**config.mk**
```make
export PLATFORM = sky130hd
export DESIGN_NAME = adc_done_flags
export DESIGN_NICKNAME = d
export VERILOG_FILES = /design/src/hw/adc_done_flags.v /design/src/hw/done_flag_cell.v /design/src/hw/port_input_gate.v
export VERILOG_INCLUDE_DIRS = /design/src /design/src/hw
export SDC_FILE = /design/constraint.sdc
export NUM_CORES = 1
export LEC_CHECK = 0
export BUFFER_PORTS_ARGS = -buffer_cell sky130_fd_sc_hd__buf_2
export CELL_PAD_IN_SITES_DETAIL_PLACEMENT = 0
export CELL_PAD_IN_SITES_GLOBAL_PLACEMENT = 1
export CORE_MARGIN = 2
export CORE_UTILIZATION = 36
export CTS_BUF_LIST = sky130_fd_sc_hd__clkbuf_8
export CTS_CLUSTER_DIAMETER = 50
export DETAILED_ROUTE_END_ITERATION = 8
export GPL_TIMING_DRIVEN = 1
export PLACE_DENSITY = 0.93
export SYNTH_ARGS = -nofsm -noshare
export SYNTH_HDL_FRONTEND = slang
export SYNTH_SLANG_ARGS = --single-unit
```
**constraint.sdc**
```tcl
create_clock -name mclk_i -period 1.4 [get_ports mclk_i]
set_input_delay 0.21 -clock mclk_i [delete_from_list [all_inputs] [get_ports mclk_i]]
set_output_delay 0.21 -clock mclk_i [all_outputs]
set_load 0.01 [all_outputs]
```
**src/hw/adc_flags_map.vh**
```
`ifndef ADC_FLAGS_MAP_VH
`define ADC_FLAGS_MAP_VH
// register byte offsets on the plain register port
`define OFS_DONE_LOW 8'h00
`define OFS_DONE_HIGH 8'h01
`define OFS_ENABLE_HIGH 8'h02
`define OFS_ENABLE_LOW 8'h03
`define OFS_PORT_HIGH 8'h04
`define OFS_PORT_LOW 8'h05
`define OFS_CONTROL 8'h06
`define OFS_IRQ_STATUS 8'h07
`define OFS_IRQ_MASK 8'h08
// control register fields
`define CTL_FAST_CLEAR_BIT 0
// irq status fields
`define IRQ_ANY_DONE_BIT 0
`define IRQ_ALL_DONE_BIT 1
// reset values
`define RST_ENABLE 8'h00
`define RST_CONTROL 8'h00
`define RST_IRQ 8'h00
`define NUM_FLAGS 16
`endif

```
**src/hw/adc_done_flags.v**
```verilog
// Overview of operation
// - A finished conversion sets the flag whose index is its slot position.
// - The low status byte shows flags 7 to 0 in bits 7 to 0.
// - The high status byte shows flags 15 to 8 in bits 7 to 0.
// - Any sequence start write clears every completion flag.
// - With fast clear off a flag clears on a status read then a result read.
// - With fast clear on a result read alone clears its flag.
// - A sequence start clear beats a simultaneous set.
// - A simultaneous set beats a read-triggered clear.
// - A flag of one means that slot has finished and its result is ready.
// - Writes to the status bytes are ignored; reads return current flags.
// - Each input enable bit gates the pin's digital buffer, one enables.
// - An enabled buffer stays on even while the pin is converted.
// - A port bit returns the pin level if enabled or trigger, else one.
`timescale 1ns/1ps
`default_nettype none
`include "adc_flags_map.vh"
module adc_done_flags (
   input wire mclk_i,
   input wire rstn_i,
   input wire [7:0] addr_i,
   input wire [7:0] wdata_i,
   input wire wr_i,
   input wire rd_i,
   output reg [7:0] rdata_o,
   input wire [15:0] slot_done_i,
   input wire seq_start_i,
   input wire [15:0] result_read_i,
   input wire [15:0] pin_level_i,
   input wire [15:0] trigger_pin_i,
   output wire [15:0] buffer_enable_o,
   output wire [15:0] port_input_o,
   output wire fast_flag_clear_mode_o,
   output wire irq_o
);
   reg [7:0] digital_input_enable_high;
   reg [7:0] digital_input_enable_low;
   reg [7:0] control;
   reg [7:0] irq_status;
   reg [7:0] irq_mask;
   reg [7:0] next_rdata;
   wire [15:0] flags;
   wire [15:0] input_enable;
   wire [15:0] port_value;
   wire rd_low;
   wire rd_high;
   wire ctl_wr;
   wire start_clear;
   wire ev_any;
   wire ev_all;
   assign input_enable = {digital_input_enable_high, digital_input_enable_low};
   assign rd_low = rd_i & (addr_i == `OFS_DONE_LOW);
   assign rd_high = rd_i & (addr_i == `OFS_DONE_HIGH);
   assign ctl_wr = wr_i & (addr_i == `OFS_CONTROL);
   // sequencer start write pulse arrives on seq_start_i
   assign start_clear = seq_start_i;
   assign fast_flag_clear_mode_o = control[`CTL_FAST_CLEAR_BIT];
   // buffer enable is never forced off by conversion activity
   assign buffer_enable_o = input_enable;
   assign irq_o = |(irq_status & irq_mask);

   genvar i;
   generate
      for (i = 0; i < `NUM_FLAGS; i = i + 1) begin : g_flag
         done_flag_cell u_cell (
            .mclk_i(mclk_i),
            .rstn_i(rstn_i),
            .set_i(slot_done_i[i]),
            .start_clear_i(start_clear),
            .status_read_i((i < 8) ? rd_low : rd_high),
            .result_read_i(result_read_i[i]),
            .fast_clear_i(control[`CTL_FAST_CLEAR_BIT]),
            .flag_o(flags[i])
         );
      end
   endgenerate

   port_input_gate u_gate (
      .pin_level_i(pin_level_i),
      .input_enable_i(input_enable),
      .trigger_pin_i(trigger_pin_i),
      .port_value_o(port_value)
   );
   assign port_input_o = port_value;

   assign ev_any = |slot_done_i;
   assign ev_all = slot_done_i[15];

   always @* begin
      next_rdata = 8'h00;
      case (addr_i)
         `OFS_DONE_LOW: next_rdata = flags[7:0];
         `OFS_DONE_HIGH: next_rdata = flags[15:8];
         `OFS_ENABLE_HIGH: next_rdata = digital_input_enable_high;
         `OFS_ENABLE_LOW: next_rdata = digital_input_enable_low;
         `OFS_PORT_HIGH: next_rdata = port_value[15:8];
         `OFS_PORT_LOW: next_rdata = port_value[7:0];
         `OFS_CONTROL: next_rdata = control;
         `OFS_IRQ_STATUS: next_rdata = irq_status;
         `OFS_IRQ_MASK: next_rdata = irq_mask;
         default: next_rdata = 8'h00;
      endcase
   end

   always @(posedge mclk_i or negedge rstn_i) begin
      if (!rstn_i) begin
         digital_input_enable_high <= `RST_ENABLE;
         digital_input_enable_low <= `RST_ENABLE;
         control <= `RST_CONTROL;
         irq_status <= `RST_IRQ;
         irq_mask <= `RST_IRQ;
         rdata_o <= 8'h00;
      end else begin
         rdata_o <= rd_i ? next_rdata : 8'h00;
         // status bytes have no write path
         if (wr_i & (addr_i == `OFS_ENABLE_HIGH))
            digital_input_enable_high <= wdata_i;
         if (wr_i & (addr_i == `OFS_ENABLE_LOW))
            digital_input_enable_low <= wdata_i;
         if (ctl_wr)
            control <= {7'h00, wdata_i[`CTL_FAST_CLEAR_BIT]};
         if (wr_i & (addr_i == `OFS_IRQ_MASK))
            irq_mask <= {6'h00, wdata_i[1:0]};
         // set wins over write-one-to-clear
         if (wr_i & (addr_i == `OFS_IRQ_STATUS))
            irq_status <= (irq_status & ~wdata_i & 8'h03) |
                          {6'h00, ev_all, ev_any};
         else
            irq_status <= irq_status | {6'h00, ev_all, ev_any};
      end
   end
endmodule // adc_done_flags
`default_nettype wire

```
**src/hw/done_flag_cell.v**
```verilog
`timescale 1ns/1ps
`default_nettype none
module done_flag_cell (
   input wire mclk_i,
   input wire rstn_i,
   input wire set_i,
   input wire start_clear_i,
   input wire status_read_i,
   input wire result_read_i,
   input wire fast_clear_i,
   output wire flag_o
);
   reg flag;
   reg armed;
   wire read_clear;
   assign read_clear = result_read_i & (fast_clear_i | armed);
   assign flag_o = flag;
   always @(posedge mclk_i or negedge rstn_i) begin
      if (!rstn_i) begin
         flag <= 1'b0;
         armed <= 1'b0;
      end else begin
         if (start_clear_i)
            flag <= 1'b0;
         else if (set_i)
            flag <= 1'b1;
         else if (read_clear)
            flag <= 1'b0;
         // arming tracks only a status read seen while the flag was up
         if (start_clear_i | read_clear | set_i)
            armed <= 1'b0;
         else if (status_read_i & flag)
            armed <= 1'b1;
      end
   end
endmodule // done_flag_cell
`default_nettype wire

```
**src/hw/port_input_gate.v**
```verilog
`timescale 1ns/1ps
`default_nettype none
module port_input_gate (
   input wire [15:0] pin_level_i,
   input wire [15:0] input_enable_i,
   input wire [15:0] trigger_pin_i,
   output wire [15:0] port_value_o
);
   genvar i;
   generate
      for (i = 0; i < 16; i = i + 1) begin : g_bit
         // disabled buffer reads as one unless the pin is a trigger pin
         assign port_value_o[i] = (input_enable_i[i] | trigger_pin_i[i]) ?
                                  pin_level_i[i] : 1'b1;
      end
   endgenerate
endmodule // port_input_gate
`default_nettype wire

```
==> reports/results.ini <==
[outcome]
status = finished with violations
violations = setup timing

[synthesis]
synth-compound-area-share_pct = 21.39
netlist_area_um2 = 3000
synth_adder_area_share_pct = 0
yosysWarningCount = 0
ys_ff_latch = 61
ys_top_cells_by_area = dfrtp_1 (51%), mux2_2 (7.9%), nor2_1 (6.5%)
synth_mux_area_share_pct = 8.882
syn_nets = 386
synthArstFlopShare_pct = 100.0
netlist_instances = 301
ys.flop_type = dfrtp_1
yosysTopAreaCellShare_pct = 50.88
synth_edf_count = 0
synth_simple_gate_area_share_pct = 16.64
ys_top_cells_by_count = dfrtp_1 (61), nor2_1 (52), a21oi_1 (34), mux2_2 (21)
ys_types = 34
syn_area_per_cell_um2 = 9.968
synth_top_family_by_area = compound AO/OA/AOI/OAI gates
synth_top_cell_by_area = dfrtp_1
ys_seq_area_share_pct = 50.88
yosysMostFrequentCell = dfrtp_1
synth-xor-area-share_pct = 0

[power_and_ir_drop]
power.leakage_nw = 2.096
powerDensity_nw_per_um2 = 911.0
vdd_drop_max_v = 0.0006020

[floorplanning]
die_h_um = 95.29
row_count = 33
die_w_um = 95.29
die_area_um2 = 9080
io_pins = 127
start_util_pct = 36.89
coreArea_um2 = 8134

[timing]
hold_ws_ns = 0.04908
finalHoldViolCount = 0
max_freq_mhz = 692.3
worst_pin_slew_ns = 0.7588
rsz0062_at_grt = yes
period_share_pct = 103.2
worst_slack_ns = -0.04439
drv_slew = 0
maxSlewHeadroom_pct = 49.28
setup_viol = 14
fin_worst_skew_ns = 0.009044
min_period_ns = 1.444

[min_path]
hp-class = primary input to register
holdPathStages = 2

[layout]
seq_area_um2 = 1526
syn2layout_area_growth_pct = 43.87
antenna_cells = 0
fin_nets = 544
finalInstanceArea_um2 = 4317
drive_above_1_share_pct = 47.20
final_core_util_pct = 53.07
fill_cells = 777
multi_input_area_um2 = 1550

[critical_path]
reg2reg_depth = 4
crit_type = primary input to register
cp-end-kind = register
crit_path_max_fanout = 8
crit_arrival_ns = 1.67
start_kind = primary input
cp.required_ns = 1.63

[global_routing]
grt_max_degree = 62
grt.total_usage_pct = 20.78
grt_pass1_wl_um = 14150
grt-ovfl-total = 0
grt_antenna_before_repair = 1
grt_pass1_vias = 2859

[run]
drv_cap = 0

[cts]
clkTransAtPathRegs_ns = 0.07
cts_buffers = 9
clock_latency_ns = 0.34
clock_sinks = 61
clockBufferDepth = 2
htree_levels = 3
clockRootBuffer = clkbuf_8
cts_tree = done

[detailed_routing]
drt_iter0_markers = 152
vias = 3038
ant_nets = 0
drtPass1Iterations = 4
routed_wl_um = 9386
wl_per_cell_um = 16.50
viasPerCell = 5.339
drc = 0

[place]
gp_congestion = 0.8952
dp_hpwl_um = 7074
io_buffers = 126
placed_area_um2 = 4015

flip-flops by register name, indices dropped and copies added, names as in the netlist:
register	count
control	1
digital_input_enable_high	8
digital_input_enable_low	8
g_flag.u_cell.armed	16
g_flag.u_cell.flag_o	16
irq_mask	2
irq_status	2
rdata_o	8
cell families (layout without fill, tap and decap cells):
logic type / after synthesis / count (layout)
DFF: 61 / 61
and+or+nand+nor: 99 / 99
AOI/OAI and AO/OA: 100 / 100
buffers and inverters: 17 / 180
muxes: 24 / 24
stage by stage:
| step | setup WS (ns) | setup TNS, ns | power [mW] | cells |
|---|---|---|---|---|
| after floorplan | -0.3501 | -6.304 | 2.129 | 301 |
| after global placement | -0.4493 | -12.18 | 2.455 | 549 |
| after detailed placement | -0.4955 | -14.53 | 2.469 | 549 |
| after CTS | 0.0002771 | 0 | 3.931 | 566 |
| after global routing | -0.08110 | -0.9078 | 4.090 | 569 |
| final | -0.04439 | -0.2058 | 3.933 | 569 |
worst max-delay path: stages:
cell	delay, ns
buf_6	0.09
or4_4	0.57
nor3_4	0.25
nand3_4	0.21
mux2_4	0.34
area by class of cell:
cell class	count	area share [%]
flip-flops and latches	61	35.36
well taps	105	3.043
clock buffers	11	3.507
inverters	4	0.3478
multi-input cells	223	35.91
clock inverters	5	0.8116
repair buffers	160	21.01
power by group:
| part | leakage [nW] | switching, mW | internal [mW] | total, mW |
|---|---|---|---|---|
| sequential | 0.815 | 0.0627 | 1.82 | 1.88 |
| combinational | 1.20 | 0.307 | 0.270 | 0.577 |
| clock | 0.0836 | 0.739 | 0.735 | 1.47 |
| total | 2.10 | 1.11 | 2.82 | 3.93 |
path summary, 6_finish.rpt:
| kind | slack [ns] | endpoint | start |
|---|---|---|---|
| max reg2reg | 0.07 | rdata_o[0] | digital_input_enable_high[0] |
| max | -0.04 | digital_input_enable_low[0] | addr_i[5] |
| max in group asynchronous | 0.70 | g_flag[1].u_cell.flag_o | rstn_i |
| min | 0.05 | g_flag[3].u_cell.armed | slot_done_i[3] |
| min in group asynchronous | 0.41 | digital_input_enable_high[1] | rstn_i |
| min reg2reg | 0.51 | g_flag[4].u_cell.armed | g_flag[4].u_cell.armed |
cell usage in the layout (no fill, tap or decap), drive strengths merged:
| cell type | count |
|---|---|
| a2111oi | 1 |
| a211oi | 1 |
| a21o | 2 |
| a21oi | 34 |
| a22o | 2 |
| a22oi | 12 |
| a2bb2oi | 1 |
| and2 | 1 |
| and3 | 1 |
| and4 | 1 |
| buf | 159 |
| clkbuf | 11 |
| clkinv | 1 |
| clkinvlp | 4 |
| dfrtp | 61 |
| dlygate4sd3 | 1 |
| inv | 4 |
| mux2 | 21 |
| mux2i | 3 |
| nand2 | 9 |
| nand2b | 2 |
| nand3 | 4 |
| nand4 | 3 |
| nor2 | 52 |
| nor2b | 1 |
| nor3 | 5 |
| nor4 | 6 |
| nor4b | 12 |
| o211a | 1 |
| o21a | 7 |
| o21ai | 16 |
| o21bai | 16 |
| o31a | 1 |
| o32ai | 6 |
| or3 | 1 |
| or4 | 1 |
repair_timing:
item | 4_1_cts | 5_1_grt
pin swaps | 2 | 1
cloned | 0 | 0
endpoints found under the setup margin | 22 | 34
hold buffers | 1 | 0
setup buffers | 0 | 3
endpoints found under the hold margin | 61 | 0
resized for setup | 4 | 12
metal layers:
layer	vias to the layer above	wire (µm)	track usage (%)	part of all wire [%]
met5	-	0	0	0
li1	1438	-	-	-
met3	10	580	3.478	6.2
met1	1475	4144	27.31	44
met2	115	4519	33.80	48
met4	0	142	9.058	1.5
Power figures use the tool's default switching activity.
